File: src/core/rx_control_defines.vh
// register offsets, field positions, reset values and codes of the receiver control bank
`ifndef RX_CONTROL_DEFINES_VH
`define RX_CONTROL_DEFINES_VH

`define ADDR_EVENT_ENABLE 7'h3F
`define ADDR_OUTPUT_PIN_SELECT 7'h40
`define ADDR_IRQ_LINE_SELECT 7'h41
`define ADDR_EVENT_CLEAR 7'h42
`define ADDR_EVENT_FLAGS 7'h43
`define ADDR_FIFO_FLAGS 7'h44
`define ADDR_SIGNAL_STRENGTH 7'h45
`define ADDR_FUNCTION_ENABLE 7'h46
`define ADDR_OPERATING_STATE 7'h47
`define ADDR_SOFT_RESET 7'h4F

`define RST_EVENT_ENABLE 8'h00
`define RST_OUTPUT_PIN_SELECT 8'h00
`define RST_IRQ_LINE_SELECT 8'h00
`define RST_FUNCTION_ENABLE 8'h04
`define RST_STATE_COMMAND 5'h00

`define BIT_SLEEP_TIMEOUT 7
`define BIT_RECEIVE_TIMEOUT 6
`define BIT_STRENGTH_VALID 5
`define BIT_PREAMBLE_PASS 4
`define BIT_SYNCWORD_PASS 3
`define BIT_NODE_PASS 2
`define BIT_CHECKSUM_PASS 1
`define BIT_PACKET_DONE 0

`define FIELD_OUT_FOUR 7:6
`define FIELD_OUT_THREE 5:4
`define FIELD_OUT_TWO 3:2
`define FIELD_OUT_ONE 1:0
`define FIELD_IRQ_TWO 7:4
`define FIELD_IRQ_ONE 3:0
`define FIELD_STATE_COMMAND 4:0
`define BIT_QUEUE_FLUSH 2
`define BIT_SLEEP_TIMER_STOP 6
`define BIT_TEST_MODE 5
`define BIT_FAST_SPI 2

`define STATE_POWER_UP 3'h0
`define STATE_SLEEP 3'h1
`define STATE_STANDBY 3'h2
`define STATE_TUNE 3'h3
`define STATE_RECEIVE 3'h4
`define STATE_MEMORY 3'h5

`define CMD_GO_MEMORY 5'h01
`define CMD_GO_STANDBY 5'h02
`define CMD_GO_TUNE 5'h04
`define CMD_GO_RECEIVE 5'h08
`define CMD_GO_SLEEP 5'h10

`define MODE_DIRECT 2'h0
`define MODE_BUFFER 2'h1
`define MODE_PACKET 2'h2

`define SOFT_RESET_KEY 8'hFF
`define SPI_READ_FLAG 1'b1

`endif

File: src/core/irq_source_mux.v
// per-mode event selector for one interrupt line
`timescale 1ns/10ps
`include "rx_control_defines.vh"

module irq_source_mux (
    input wire [3:0] source_select,
    input wire [1:0] data_mode,
    input wire [7:0] event_flags,
    input wire queue_full,
    input wire queue_not_empty,
    input wire queue_threshold,
    input wire queue_overflow,
    input wire byte_written_strobe,
    input wire strength_indicator,
    output reg irq_level
);

    always @* begin
        irq_level = 1'b0;
        case (source_select)
            4'h1: irq_level = event_flags[`BIT_STRENGTH_VALID];
            4'h2: irq_level = event_flags[`BIT_PREAMBLE_PASS];
            4'h3: irq_level = event_flags[`BIT_SYNCWORD_PASS];
            default: begin
                if (data_mode == `MODE_PACKET) begin
                    case (source_select)
                        4'h4: irq_level = event_flags[`BIT_NODE_PASS];
                        4'h5: irq_level = event_flags[`BIT_CHECKSUM_PASS];
                        4'h6: irq_level = event_flags[`BIT_PACKET_DONE];
                        4'h7: irq_level = event_flags[`BIT_SLEEP_TIMEOUT];
                        4'h8: irq_level = event_flags[`BIT_RECEIVE_TIMEOUT];
                        4'h9: irq_level = queue_not_empty;
                        4'hA: irq_level = queue_threshold;
                        4'hB: irq_level = queue_full;
                        4'hC: irq_level = byte_written_strobe;
                        4'hD: irq_level = queue_overflow;
                        4'hE: irq_level = strength_indicator;
                        default: irq_level = 1'b0;
                    endcase
                end else if (data_mode == `MODE_BUFFER) begin
                    case (source_select)
                        4'h4: irq_level = event_flags[`BIT_SLEEP_TIMEOUT];
                        4'h5: irq_level = event_flags[`BIT_RECEIVE_TIMEOUT];
                        4'h6: irq_level = queue_not_empty;
                        4'h7: irq_level = queue_threshold;
                        4'h8: irq_level = queue_full;
                        4'h9: irq_level = byte_written_strobe;
                        4'hA: irq_level = queue_overflow;
                        4'hB: irq_level = strength_indicator;
                        default: irq_level = 1'b0;
                    endcase
                end else begin
                    // unused mode code 11 behaves as direct mode
                    case (source_select)
                        4'h4: irq_level = event_flags[`BIT_SLEEP_TIMEOUT];
                        4'h5: irq_level = event_flags[`BIT_RECEIVE_TIMEOUT];
                        4'h6: irq_level = strength_indicator;
                        default: irq_level = 1'b0;
                    endcase
                end
            end
        endcase
    end

endmodule

File: src/core/spi_frame_slave.v
// four-wire spi slave: one address byte then one data byte per frame
`timescale 1ns/10ps
`include "rx_control_defines.vh"

module spi_frame_slave (
    input wire sys_clk,
    input wire rst_n,
    input wire spi_clk,
    input wire spi_csb,
    input wire spi_mosi,
    input wire [7:0] read_data,
    output reg [6:0] access_addr,
    output reg write_strobe,
    output reg [7:0] write_data,
    output reg spi_miso,
    output reg spi_miso_oe
);

    reg [1:0] clk_sync_reg;
    reg [1:0] csb_sync_reg;
    reg [1:0] mosi_sync_reg;
    reg clk_prev_reg;
    reg [3:0] bit_count_reg;
    reg [7:0] shift_in_reg;
    reg [7:0] shift_out_reg;
    reg [1:0] phase_reg;
    reg is_read_reg;
    reg load_pending_reg;
    wire clk_rise;
    wire clk_fall;
    wire [7:0] byte_in;

    assign clk_rise = clk_sync_reg[1] & ~clk_prev_reg;
    assign clk_fall = ~clk_sync_reg[1] & clk_prev_reg;
    assign byte_in = {shift_in_reg[6:0], mosi_sync_reg[1]};

    always @(posedge sys_clk) begin
        if (!rst_n) begin
            clk_sync_reg <= 2'h0;
            csb_sync_reg <= 2'h3;
            mosi_sync_reg <= 2'h0;
            clk_prev_reg <= 1'b0;
            bit_count_reg <= 4'h0;
            shift_in_reg <= 8'h00;
            shift_out_reg <= 8'h00;
            phase_reg <= 2'h0;
            is_read_reg <= 1'b0;
            load_pending_reg <= 1'b0;
            access_addr <= 7'h00;
            write_strobe <= 1'b0;
            write_data <= 8'h00;
            spi_miso <= 1'b0;
            spi_miso_oe <= 1'b0;
        end else begin
            clk_sync_reg <= {clk_sync_reg[0], spi_clk};
            csb_sync_reg <= {csb_sync_reg[0], spi_csb};
            mosi_sync_reg <= {mosi_sync_reg[0], spi_mosi};
            clk_prev_reg <= clk_sync_reg[1];
            write_strobe <= 1'b0;
            if (csb_sync_reg[1]) begin
                bit_count_reg <= 4'h0;
                phase_reg <= 2'h0;
                load_pending_reg <= 1'b0;
                spi_miso_oe <= 1'b0;
            end else begin
                if (clk_rise && phase_reg != 2'h2) begin
                    shift_in_reg <= byte_in;
                    bit_count_reg <= bit_count_reg + 4'h1;
                    if (bit_count_reg == 4'h7) begin
                        bit_count_reg <= 4'h0;
                        phase_reg <= phase_reg + 2'h1;
                        if (phase_reg == 2'h0) begin
                            access_addr <= byte_in[6:0];
                            is_read_reg <= (byte_in[7] == `SPI_READ_FLAG);
                            load_pending_reg <= (byte_in[7] == `SPI_READ_FLAG);
                        end else if (!is_read_reg) begin
                            write_data <= byte_in;
                            write_strobe <= 1'b1;
                        end
                    end
                end
                // read data is fetched one cycle after the address settles
                if (load_pending_reg) begin
                    load_pending_reg <= 1'b0;
                    shift_out_reg <= read_data;
                    spi_miso <= read_data[7];
                    spi_miso_oe <= 1'b1;
                end else if (clk_fall && phase_reg == 2'h1 && bit_count_reg != 4'h0 && is_read_reg) begin
                    shift_out_reg <= {shift_out_reg[6:0], 1'b0};
                    spi_miso <= shift_out_reg[6];
                end
            end
        end
    end

endmodule

File: src/core/rx_interrupt_and_output_control.v
// control register bank of the receiver: events, interrupt lines, output pins, state and soft reset
//
// What this block does
// - event enables at 0x3F, reset disabled
// - output four select in bits 7:6
// - output three select in bits 5:4
// - output two select in bits 3:2
// - output one select in bits 1:0
// - direct mode line two source codes
// - buffer mode line two source codes
// - line one uses bits 3:0, same map
// - byte strobe pulses, no latched flag
// - write one at 0x42 clears event
// - clears act only standby/tune/receive/memory
// - sleep timeout flag, timer running and enabled
// - receive timeout flag, timer running and enabled
// - strength valid flag under frequency shift demodulation
// - 0x44 shows queue flags, bit 2 flushes
// - 0x45 reads current signal strength
// - 0x47 state control, 0x4F soft reset
// - pass and packet flags latch when enabled; node, checksum and packet done only in packet mode
// - queue flags follow queue condition directly
// - one-hot state commands, three-bit state readback
// - 0xFF soft reset, back to power-up, then sleep once power_up_done is seen
`timescale 1ns/10ps
`include "rx_control_defines.vh"

module rx_interrupt_and_output_control (
    input wire sys_clk,
    input wire rst_n,
    input wire spi_clk,
    input wire spi_csb,
    input wire spi_mosi,
    output wire spi_miso,
    output wire spi_miso_oe,
    input wire [1:0] data_mode,
    input wire power_up_done,
    input wire sleep_timer_running,
    input wire sleep_timeout_event,
    input wire receive_timer_running,
    input wire receive_timeout_event,
    input wire fsk_demod_active,
    input wire strength_above_trigger,
    input wire preamble_pass_event,
    input wire syncword_pass_event,
    input wire node_pass_event,
    input wire checksum_pass_event,
    input wire packet_done_event,
    input wire queue_full,
    input wire queue_not_empty,
    input wire queue_threshold,
    input wire queue_overflow,
    input wire byte_written_strobe,
    input wire strength_indicator,
    input wire [7:0] strength_value,
    input wire demod_data,
    input wire recovered_sync_clock,
    input wire system_clock_out,
    input wire reset_out_low,
    output wire general_output_one,
    output wire general_output_two,
    output wire general_output_three,
    output wire general_output_four,
    output wire queue_flush,
    output wire soft_reset_pulse,
    output wire [2:0] operating_state,
    output wire sleep_timer_stop,
    output wire test_mode_enable,
    output wire fast_spi_enable
);

    reg [7:0] event_enable_reg;
    reg [7:0] output_pin_select_reg;
    reg [7:0] irq_line_select_reg;
    reg [7:0] event_flags_reg;
    reg [7:0] event_flags_next;
    reg [7:0] function_enable_reg;
    reg [4:0] state_command_reg;
    reg [2:0] state_reg;
    reg [2:0] state_next;
    reg soft_reset_reg;
    reg queue_flush_reg;
    reg general_output_one_reg;
    reg general_output_two_reg;
    reg general_output_three_reg;
    reg general_output_four_reg;
    reg general_output_one_next;
    reg general_output_two_next;
    reg general_output_three_next;
    reg general_output_four_next;
    reg [7:0] read_data;
    reg [7:0] event_set;
    reg [7:0] event_clear;

    wire [6:0] access_addr;
    wire write_strobe;
    wire [7:0] write_data;
    wire core_reset;
    wire clear_allowed;
    wire packet_mode;
    wire irq_line_one;
    wire irq_line_two;
    wire write_clear;
    wire write_fifo;
    wire write_state;
    wire write_soft_reset;

    // soft reset acts on the bank like a power-on reset but leaves the spi slave alone,
    // so the frame that carried the command finishes cleanly
    assign core_reset = !rst_n || soft_reset_reg;
    assign packet_mode = (data_mode == `MODE_PACKET);

    assign clear_allowed = (state_reg == `STATE_STANDBY) || (state_reg == `STATE_TUNE) ||
                           (state_reg == `STATE_RECEIVE) || (state_reg == `STATE_MEMORY);

    assign write_clear = write_strobe && (access_addr == `ADDR_EVENT_CLEAR);
    assign write_fifo = write_strobe && (access_addr == `ADDR_FIFO_FLAGS);
    assign write_state = write_strobe && (access_addr == `ADDR_OPERATING_STATE);
    assign write_soft_reset = write_strobe && (access_addr == `ADDR_SOFT_RESET);

    spi_frame_slave spi_slave (
        .sys_clk(sys_clk),
        .rst_n(rst_n),
        .spi_clk(spi_clk),
        .spi_csb(spi_csb),
        .spi_mosi(spi_mosi),
        .read_data(read_data),
        .access_addr(access_addr),
        .write_strobe(write_strobe),
        .write_data(write_data),
        .spi_miso(spi_miso),
        .spi_miso_oe(spi_miso_oe)
    );

    irq_source_mux irq_one_mux (
        .source_select(irq_line_select_reg[`FIELD_IRQ_ONE]),
        .data_mode(data_mode),
        .event_flags(event_flags_reg),
        .queue_full(queue_full),
        .queue_not_empty(queue_not_empty),
        .queue_threshold(queue_threshold),
        .queue_overflow(queue_overflow),
        .byte_written_strobe(byte_written_strobe),
        .strength_indicator(strength_indicator),
        .irq_level(irq_line_one)
    );

    irq_source_mux irq_two_mux (
        .source_select(irq_line_select_reg[`FIELD_IRQ_TWO]),
        .data_mode(data_mode),
        .event_flags(event_flags_reg),
        .queue_full(queue_full),
        .queue_not_empty(queue_not_empty),
        .queue_threshold(queue_threshold),
        .queue_overflow(queue_overflow),
        .byte_written_strobe(byte_written_strobe),
        .strength_indicator(strength_indicator),
        .irq_level(irq_line_two)
    );

    // event sources, each gated by its enable; a cleared enable blocks new sets only
    always @* begin
        event_set = 8'h00;
        event_set[`BIT_SLEEP_TIMEOUT] = sleep_timeout_event && sleep_timer_running &&
                                        event_enable_reg[`BIT_SLEEP_TIMEOUT];
        event_set[`BIT_RECEIVE_TIMEOUT] = receive_timeout_event && receive_timer_running &&
                                          event_enable_reg[`BIT_RECEIVE_TIMEOUT];
        event_set[`BIT_STRENGTH_VALID] = fsk_demod_active && strength_above_trigger &&
                                         event_enable_reg[`BIT_STRENGTH_VALID];
        event_set[`BIT_PREAMBLE_PASS] = preamble_pass_event && event_enable_reg[`BIT_PREAMBLE_PASS];
        event_set[`BIT_SYNCWORD_PASS] = syncword_pass_event && event_enable_reg[`BIT_SYNCWORD_PASS];
        event_set[`BIT_NODE_PASS] = node_pass_event && packet_mode && event_enable_reg[`BIT_NODE_PASS];
        event_set[`BIT_CHECKSUM_PASS] = checksum_pass_event && packet_mode &&
                                        event_enable_reg[`BIT_CHECKSUM_PASS];
        event_set[`BIT_PACKET_DONE] = packet_done_event && packet_mode &&
                                      event_enable_reg[`BIT_PACKET_DONE];
    end

    // a set arriving in the same cycle as its clear wins
    always @* begin
        event_clear = 8'h00;
        if (write_clear && clear_allowed) begin
            event_clear = write_data;
        end
        event_flags_next = event_set | (event_flags_reg & ~event_clear);
    end

    // operating state: power-up waits for the sequence, then sleep; only one-hot commands move it
    always @* begin
        state_next = state_reg;
        if (state_reg == `STATE_POWER_UP) begin
            if (power_up_done) begin
                state_next = `STATE_SLEEP;
            end
        end else if (write_state) begin
            case (write_data[`FIELD_STATE_COMMAND])
                `CMD_GO_MEMORY: state_next = `STATE_MEMORY;
                `CMD_GO_STANDBY: state_next = `STATE_STANDBY;
                `CMD_GO_TUNE: state_next = `STATE_TUNE;
                `CMD_GO_RECEIVE: state_next = `STATE_RECEIVE;
                `CMD_GO_SLEEP: state_next = `STATE_SLEEP;
                default: state_next = state_reg;
            endcase
        end
    end

    // pin routing from the live interrupt levels, registered once on the way out
    always @* begin
        case (output_pin_select_reg[`FIELD_OUT_FOUR])
            2'h0: general_output_four_next = demod_data;
            2'h1: general_output_four_next = irq_line_one;
            2'h2: general_output_four_next = irq_line_two;
            default: general_output_four_next = recovered_sync_clock;
        endcase
        case (output_pin_select_reg[`FIELD_OUT_THREE])
            2'h0: general_output_three_next = system_clock_out;
            2'h1: general_output_three_next = irq_line_one;
            2'h2: general_output_three_next = irq_line_two;
            default: general_output_three_next = demod_data;
        endcase
        case (output_pin_select_reg[`FIELD_OUT_TWO])
            2'h0: general_output_two_next = irq_line_one;
            2'h1: general_output_two_next = irq_line_two;
            2'h2: general_output_two_next = recovered_sync_clock;
            default: general_output_two_next = 1'b0;
        endcase
        case (output_pin_select_reg[`FIELD_OUT_ONE])
            2'h0: general_output_one_next = reset_out_low;
            2'h1: general_output_one_next = irq_line_one;
            2'h2: general_output_one_next = irq_line_two;
            default: general_output_one_next = demod_data;
        endcase
    end

    // register read mux; the clear and soft reset registers are write-only and read zero
    always @* begin
        case (access_addr)
            `ADDR_EVENT_ENABLE: read_data = event_enable_reg;
            `ADDR_OUTPUT_PIN_SELECT: read_data = output_pin_select_reg;
            `ADDR_IRQ_LINE_SELECT: read_data = irq_line_select_reg;
            `ADDR_EVENT_FLAGS: read_data = event_flags_reg;
            `ADDR_FIFO_FLAGS: read_data = {1'b0, queue_full, queue_not_empty,
                                           queue_threshold, queue_overflow, 3'h0};
            `ADDR_SIGNAL_STRENGTH: read_data = strength_value;
            `ADDR_FUNCTION_ENABLE: read_data = function_enable_reg;
            `ADDR_OPERATING_STATE: read_data = {state_reg, state_command_reg};
            default: read_data = 8'h00;
        endcase
    end

    always @(posedge sys_clk) begin
        if (!rst_n) begin
            soft_reset_reg <= 1'b0;
        end else begin
            soft_reset_reg <= write_soft_reset && (write_data == `SOFT_RESET_KEY);
        end
    end

    always @(posedge sys_clk) begin
        if (core_reset) begin
            event_enable_reg <= `RST_EVENT_ENABLE;
            output_pin_select_reg <= `RST_OUTPUT_PIN_SELECT;
            irq_line_select_reg <= `RST_IRQ_LINE_SELECT;
            function_enable_reg <= `RST_FUNCTION_ENABLE;
            state_command_reg <= `RST_STATE_COMMAND;
            event_flags_reg <= 8'h00;
            state_reg <= `STATE_POWER_UP;
            queue_flush_reg <= 1'b0;
        end else begin
            event_flags_reg <= event_flags_next;
            state_reg <= state_next;
            // sleep keeps the queue and packet handler flushed
            queue_flush_reg <= (state_reg == `STATE_SLEEP) ||
                               (write_fifo && write_data[`BIT_QUEUE_FLUSH] && clear_allowed);
            if (write_strobe) begin
                case (access_addr)
                    `ADDR_EVENT_ENABLE: event_enable_reg <= write_data;
                    `ADDR_OUTPUT_PIN_SELECT: output_pin_select_reg <= write_data;
                    `ADDR_IRQ_LINE_SELECT: irq_line_select_reg <= write_data;
                    `ADDR_FUNCTION_ENABLE: function_enable_reg <= write_data;
                    `ADDR_OPERATING_STATE: state_command_reg <= write_data[`FIELD_STATE_COMMAND];
                    default: state_command_reg <= state_command_reg;
                endcase
            end
        end
    end

    // outputs stay low through reset rather than following their sources
    always @(posedge sys_clk) begin
        if (core_reset) begin
            general_output_one_reg <= 1'b0;
            general_output_two_reg <= 1'b0;
            general_output_three_reg <= 1'b0;
            general_output_four_reg <= 1'b0;
        end else begin
            general_output_one_reg <= general_output_one_next;
            general_output_two_reg <= general_output_two_next;
            general_output_three_reg <= general_output_three_next;
            general_output_four_reg <= general_output_four_next;
        end
    end

    assign general_output_one = general_output_one_reg;
    assign general_output_two = general_output_two_reg;
    assign general_output_three = general_output_three_reg;
    assign general_output_four = general_output_four_reg;
    assign queue_flush = queue_flush_reg;
    assign soft_reset_pulse = soft_reset_reg;
    assign operating_state = state_reg;
    assign sleep_timer_stop = function_enable_reg[`BIT_SLEEP_TIMER_STOP];
    assign test_mode_enable = function_enable_reg[`BIT_TEST_MODE];
    assign fast_spi_enable = function_enable_reg[`BIT_FAST_SPI];

endmodule

File: config.mk
export PLATFORM = sky130hd
export DESIGN_NAME = rx_interrupt_and_output_control
export DESIGN_NICKNAME = d
export VERILOG_FILES = /design/src/core/irq_source_mux.v /design/src/core/spi_frame_slave.v /design/src/core/rx_interrupt_and_output_control.v
export VERILOG_INCLUDE_DIRS = /design/src /design/src/core
export SDC_FILE = /design/constraint.sdc
export NUM_CORES = 1
export LEC_CHECK = 0
export ABC_AREA = 0
export BUFFER_PORTS_ARGS = -buffer_cell sky130_fd_sc_hd__buf_2
export CAP_MARGIN = 20
export CORE_MARGIN = 2
export CORE_UTILIZATION = 55
export DETAILED_ROUTE_END_ITERATION = 6
export PLACE_DENSITY = 0.83
export SLEW_MARGIN = 20
export SYNTH_ARGS = -nofsm -noshare
export SYNTH_HDL_FRONTEND = slang
export SYNTH_SLANG_ARGS = --single-unit
File: constraint.sdc
create_clock -name sys_clk -period 5.63 [get_ports sys_clk]
set_input_delay 1.126 -clock sys_clk [delete_from_list [all_inputs] [get_ports sys_clk]]
set_output_delay 1.126 -clock sys_clk [all_outputs]
set_load 0.1 [all_outputs]
# --- Word level (Yosys, flattened, before mapping) ---
# Index checks and enable logic that the tools add are counted.
totals:
  elab_cells: 190
  output_inout_bits: 14
  inputBits: 37
  regBits: 101
op_classes:
  bitwise_logic: 13
  muxes: 28
  reduce_logical: 56
  add_sub_neg: 2
  n_eq_ne: 63
ops:
  columns: ["operator", "n"]
  rows:
  - ["8-bit one-hot mux with 8 select lines", 1]
  - ["7-bit equality test (second input constant)", 9]
  - ["4-bit equality test (second input constant)", 14]
  - ["4-bit by 3-bit equality test with 1-bit output (second input constant)", 9]
  - ["1-bit logical AND", 26]
  - ["1-bit one-hot mux with 3 select lines", 8]
  - ["1-bit one-hot mux with 11 select lines", 2]
  - ["4-bit by 2-bit equality test with 1-bit output (second input constant)", 4]
  - ["1-bit one-hot mux with 8 select lines", 2]
  - ["2-bit AND reduction", 8]
  - ["3-bit one-hot mux with 5 select lines", 1]
  - ["7-bit two-way mux", 2]
  - ["2-bit by 1-bit equality test with 1-bit output (second input constant)", 6]
  - ["2-bit equality test (second input constant)", 5]
  - ["2-bit logical NOT", 5]
  - ["3-bit two-way mux", 3]
  - ["8-bit bitwise AND", 1]
  - ["4-bit by 1-bit equality test with 1-bit output (second input constant)", 2]
  - ["8-bit equality test (second input constant)", 1]
  - ["8-bit two-way mux", 1]
  - ["1-bit inverter", 8]
  - ["8-bit inverter", 1]
  - ["8-bit bitwise OR", 1]
  - ["7-bit by 6-bit equality test with 1-bit output (second input constant)", 1]
  - ["other kinds (26)", 41]

# --- Depth between registers and ports, before layout ---
depth:
  word_depth: 9
  ltp_mapped: 10
  depth_no_buf: 9

# --- Hierarchy ---
# Synthesis repeated with hierarchy kept, for this count alone.
unflattened:
  cells_unflattened: 605
  area_unflattened_um2: 5417.7
by_module_without_submodules:
  columns: ["module", "seq_area_each_um2", "instances", "area_per_inst_um2", "cells_each"]
  rows:
  - ["rx_interrupt_and_output_control", 1081.0, 1, 2857.7, 315]
  - ["spi_frame_slave", 940.9, 1, 1916.8, 202]
  - ["irq_source_mux", 0.0, 2, 321.6, 44]

# --- Worst setup path after synthesis ---
# OpenSTA, ideal clock, no wires.
synth_path:
  path_type: "input -> register"
  startpoint: "in data_mode[1]"
  endpoint: "reg general_output_two_reg, in the netlist general_output_two"
  arrival_time_ps: 2512
  slack_ps: 3049
  n_path_buf: 1
  required_ps: 5561
  setup_ps: 69
  cell_stages: 8
  cell_sequence: "nor2b_1 > buf_2 > nor3b_2 > o311a_1 > a31oi_1 > a31o_1 > or4b_1 > o21ai_1"
synth_via:
  elab_chain_cells: 5
  word_cells_on_any_way: 9
  classes_between: "eq/ne (2); mux (7)"
synth_lines:
  columns: ["item", "line_no", "rtl"]
  rows:
  - ["start, declared", "rx_interrupt_and_output_control.v:36", "input wire [1:0] data_mode,"]
  - ["2-bit by 1-bit equality test with 1-bit output (no source line)", null, null]
  - ["1-bit two-way mux", "irq_source_mux.v:40", "end else if (data_mode == `MODE_BUFFER) begin"]
  - ["1-bit two-way mux", "irq_source_mux.v:25", "if (data_mode == `MODE_PACKET) begin"]
  - ["1-bit one-hot mux with 3 select lines", "irq_source_mux.v:20", "case (source_select)"]
  - ["1-bit one-hot mux with 3 select lines *", "rx_interrupt_and_output_control.v:221", "case (output_pin_select_reg[`FIELD_OUT_TWO])"]
  - ["end signal, assigned", "rx_interrupt_and_output_control.v:297", "general_output_two_reg <= general_output_two_next;"]
  - ["end, declared", "rx_interrupt_and_output_control.v:84", "reg general_output_two_reg;"]
# Mark *: on every way between the ends. The rest lies on a longest branch, timed or not.
# A chain may end at the register's enable or synchronous reset.

# --- Final worst setup path ---
layout_path:
  startpoint: "reg spi_slave.access_addr[0]"
  endpoint: "reg spi_slave.shift_out_reg[6]"
layout_via:
  elab_chain_cells: 3
  word_cells_on_any_way: 10
  classes_between: "eq/ne (8); mux (2)"
layout_lines:
  columns: ["item", "line_no", "rtl"]
  rows:
  - ["start, declared", "spi_frame_slave.v:12", "output reg [6:0] access_addr,"]
  - ["start signal, assigned", "spi_frame_slave.v:73", "access_addr <= byte_in[6:0];"]
  - ["7-bit equality test or 7-bit by 6-bit equality test with 1-bit output (tied branches)", "rx_interrupt_and_output_control.v:237", "case (access_addr)"]
  - ["8-bit one-hot mux with 8 select lines *", "rx_interrupt_and_output_control.v:237", null]
  - ["7-bit two-way mux *", "spi_frame_slave.v:83", "if (load_pending_reg) begin"]
  - ["end signal, assigned", "spi_frame_slave.v:85", "shift_out_reg <= read_data;"]
  - ["end signal, assigned", "spi_frame_slave.v:89", "shift_out_reg <= {shift_out_reg[6:0], 1'b0};"]
  - ["end, declared", "spi_frame_slave.v:25", "reg [7:0] shift_out_reg;"]
# Marks and branches as above.

==> impl_metrics.csv <==
group,metric,value,unit
outcome,status,"complete, no violations",
placement,post-place-cells,730,
setup_path,worst_setup_path_start_kind,"flip-flop",
floorplanning,die_x,101.0,µm
finish,diodes,0,
sta,fin_setup_tns,0,ns
sta,slew_viol_final,0,
finish,fin_util,61.18,%
power,powerDensity,227.3,nW/µm²
finish,design_area,5627,µm²
global_routing,globalRouteOverflowTotal,0,
setup_path,r2r_start,"spi_slave.access_addr[0]$_SDFFE_PN0P_",
synthesis,yosys_warnings,0,
clock_tree,cts_hold_repair.buffers,0,
sta,timing.fmax,354.8,MHz
setup_path,arrival,3.13,ns
sta,hold_viol,0,
clock_tree,clk_latency,0.38,ns
hold_path,hold_class,"flip-flop to flip-flop",
finish,nets,672,
setup_path,path_class,"flip-flop to flip-flop",
clock_tree,cts.repair.resized,0,
floorplanning,rows,35,
setup_path,r2r_cells,6,
placement,portBuffers,50,
sta,worst_pin_slew,0.9750,ns
floorplanning,core_area,9196,µm²
global_routing,grt_util_all_layers,26.61,%
sta,fin_crit_sh,50.06,%
placement,place.gp.congestion,0.8574,
power,switchingPower,0.0003237,W
synthesis,syn-mean-instance-area,8.534,µm²
sta,grt_setup_unrepaired,"no",
placement,hpwl,9355,µm
detailed_routing,detail-route-antenna-nets,0,
synthesis,yosysTopAreaCell,"dfxtp_1",
detailed_routing,drtIter0Drc,360,
clock_tree,cts_max_path_buffers,2,
setup_path,cp.depth,6,
synthesis,syn_inst,607,
setup_path,crit_family,"simple AND/OR/NAND/NOR gates",
sta,clock_skew,0.01504,ns
synthesis,synth.area.top_cells,"dfxtp_1 (39%), mux2i_1 (9.9%), nor2_1 (5.4%)",
synthesis,yosysSeqAreaShare,39.03,%
setup_path,path_buf_inv,0,
power,swShare,25.31,%
sta,fin_ws,2.812,ns
detailed_routing,drc_errors,0,
clock_tree,numCtsBuffers,9,
synthesis,synth.distinct_cells,66,
setup_path,path_max_fanout,24,
power,p_clk_share,38.6,%
setup_path,startpoint,"spi_slave.access_addr[0]$_SDFFE_PN0P_",
detailed_routing,wl_per_cell,17.74,µm
global_routing,grt_pass1_vias,4382,
power,internal-power,0.0009552,W
synthesis,synth_edf_count,0,
sta,period_minus_slack,2.818,ns
power,p_comb_share,5.0,%
finish,drive_gt1_share,15.12,%
floorplanning,die_area,10210,µm²
synthesis,netlist.area_leader.share,39.03,%
setup_path,cp-endpoint,"spi_slave.shift_out_reg[6]$_SDFFE_PN0P_",
setup_path,required,5.94,ns
floorplanning,die_h,101.0,µm
global_routing,grt_max_degree,52,
setup_path,path_cells,"nand4_1 > nor3_2 > o21ai_1 > nor2_1 > a221oi_1 > nor2_1",
floorplanning,num_io_pins,51,
detailed_routing,viasPerCell,6.287,
synthesis,synthMostInstantiatedCell,"dfxtp_1",
setup_path,reg2reg_slack,2.81,ns
setup_path,r2r-end,"spi_slave.shift_out_reg[6]$_SDFFE_PN0P_",
clock_tree,cts_tree,"yes",
global_routing,antenna_found_initial,0,
clock_tree,clk_pin_slew,0.11,ns
power,leakagePower,2.066,nW
synthesis,async_flop_share,0,%
hold_path,hold_depth,1,
setup_path,worstSetupEndpointType,"flip-flop",
clock_tree,cts_max_level,3,
synthesis,mappedNetlistArea,5180,µm²
placement,dpl_cell_area,5411,µm²
setup_path,slowest_stage,"dfxtp_1",
clock_tree,clock-sinks,101,
floorplanning,start_util,56.33,%
detailed_routing,routed-via-count,4690,
power,seq_power_share,56.4,%
clock_tree,postCtsSetupBuffers,0,
sta,final-setup-viol-count,0,
flow_run,drv_cap,0,
placement,place_ws,2.495,ns
global_routing,grt_pass1_wl,21450,µm
synthesis,synth_common_cells,"dfxtp_1 (101), nor2_1 (75), nand2_1 (58), mux2i_1 (51), a21oi_1 (44)",
synthesis,synth_nets,649,
detailed_routing,first_pass_iters,5,
setup_path,crit_top_cell,"nor2_1",
finish,layout-area-overhead-vs-synth,8.623,%
sta,relSlewSlack,34.65,%
setup_path,cpPeakStageDelay,0.87,ns
synthesis,synth_seq_cells,101,
power,peakVddDrop,0.1529,mV
detailed_routing,drt-total-wl,13230,µm
synthesis,synth_flop_cell,"dfxtp_1",
clock_tree,root_buffer,"clkbuf_8",
finish,finalNonFillerCells,746,
[power groups by stage]
stage | registers (W) | logic [W] | clock network [W]
final | 0.000721 | 0.0000645 | 0.000493
after global routing | 0.000722 | 0.0000687 | 0.000526
after CTS | 0.000721 | 0.0000642 | 0.000496
after detailed placement | 0.000738 | 0.0000639 | 0
after global placement | 0.000737 | 0.0000629 | 0
after floorplan | 0.000753 | 0.0000245 | 0
[worst min-delay path by stage]
stage                                               from                                   end
finish              spi_slave.csb_sync_reg[0]$_SDFF_PN1_  spi_slave.csb_sync_reg[1]$_SDFF_PN1_
global route        spi_slave.csb_sync_reg[0]$_SDFF_PN1_  spi_slave.csb_sync_reg[1]$_SDFF_PN1_
CTS                 spi_slave.csb_sync_reg[0]$_SDFF_PN1_  spi_slave.csb_sync_reg[1]$_SDFF_PN1_
detailed placement  spi_slave.csb_sync_reg[0]$_SDFF_PN1_  spi_slave.csb_sync_reg[1]$_SDFF_PN1_
global placement    spi_slave.csb_sync_reg[0]$_SDFF_PN1_  spi_slave.csb_sync_reg[1]$_SDFF_PN1_
floorplan           spi_slave.csb_sync_reg[0]$_SDFF_PN1_  spi_slave.csb_sync_reg[1]$_SDFF_PN1_
[layout by cell type, fill, tap and decap left out, types with 11 or more instances in the layout]
| cell type | Yosys | final |
|---|---|---|
| dfxtp_1 | 101 | 101 |
| nor2_1 | 75 | 75 |
| nand2_1 | 58 | 58 |
| mux2i_1 | 51 | 51 |
| buf_2 | 14 | 50 |
| a21oi_1 | 44 | 44 |
| nand3_1 | 18 | 18 |
| o21ai_0 | 18 | 18 |
| nor3_1 | 17 | 17 |
| inv_1 | 16 | 16 |
| nor2b_1 | 12 | 12 |
| a22oi_1 | 11 | 11 |
[metal layers]
layer	share of wire [%]	wire length [µm]	GRT usage (%)
met5	0	0	0
met4	3.6	476	11.85
met3	6.5	862	4.161
met2	49	6442	45.75
met1	41	5451	32.80
[final cells by class]
type,count,area (µm²)
tap,111,138.9
inverter,16,60.06
multi-input combinational,449,2918
clock buffer,9,123.9
sequential,101,2022
timing repair buffer,53,272.8
clock inverter,7,91.34
fill,770,3570
[stage by stage]
| stage | hold slack, ns | total power, W |
|---|---|---|
| finish | 0.4246 | 0.001279 |
| CTS | 0.4268 | 0.001281 |
| global placement | 0.3976 | 0.0008003 |
| detailed placement | 0.3929 | 0.0008016 |
| global route | 0.4406 | 0.001317 |
| floorplan | 0.3863 | 0.0007777 |
[cells by family (layout without fill, tap and decap cells)]
group                    count (synthesis)  in the layout  synth area share (%)
adder cells (fa/ha/maj)                  5              5                 1.208
flip-flops                             101            101                 39.03
XOR/XNOR                                 9              9                 1.522
AO/OA/AOI/OAI                          136            136                 17.25
AND/OR/NAND/NOR                        235            235                 22.75
multiplexers                            64             64                 13.55
buffers and inverters                   57             85                 4.686
(Power assumes the default switching activity.)
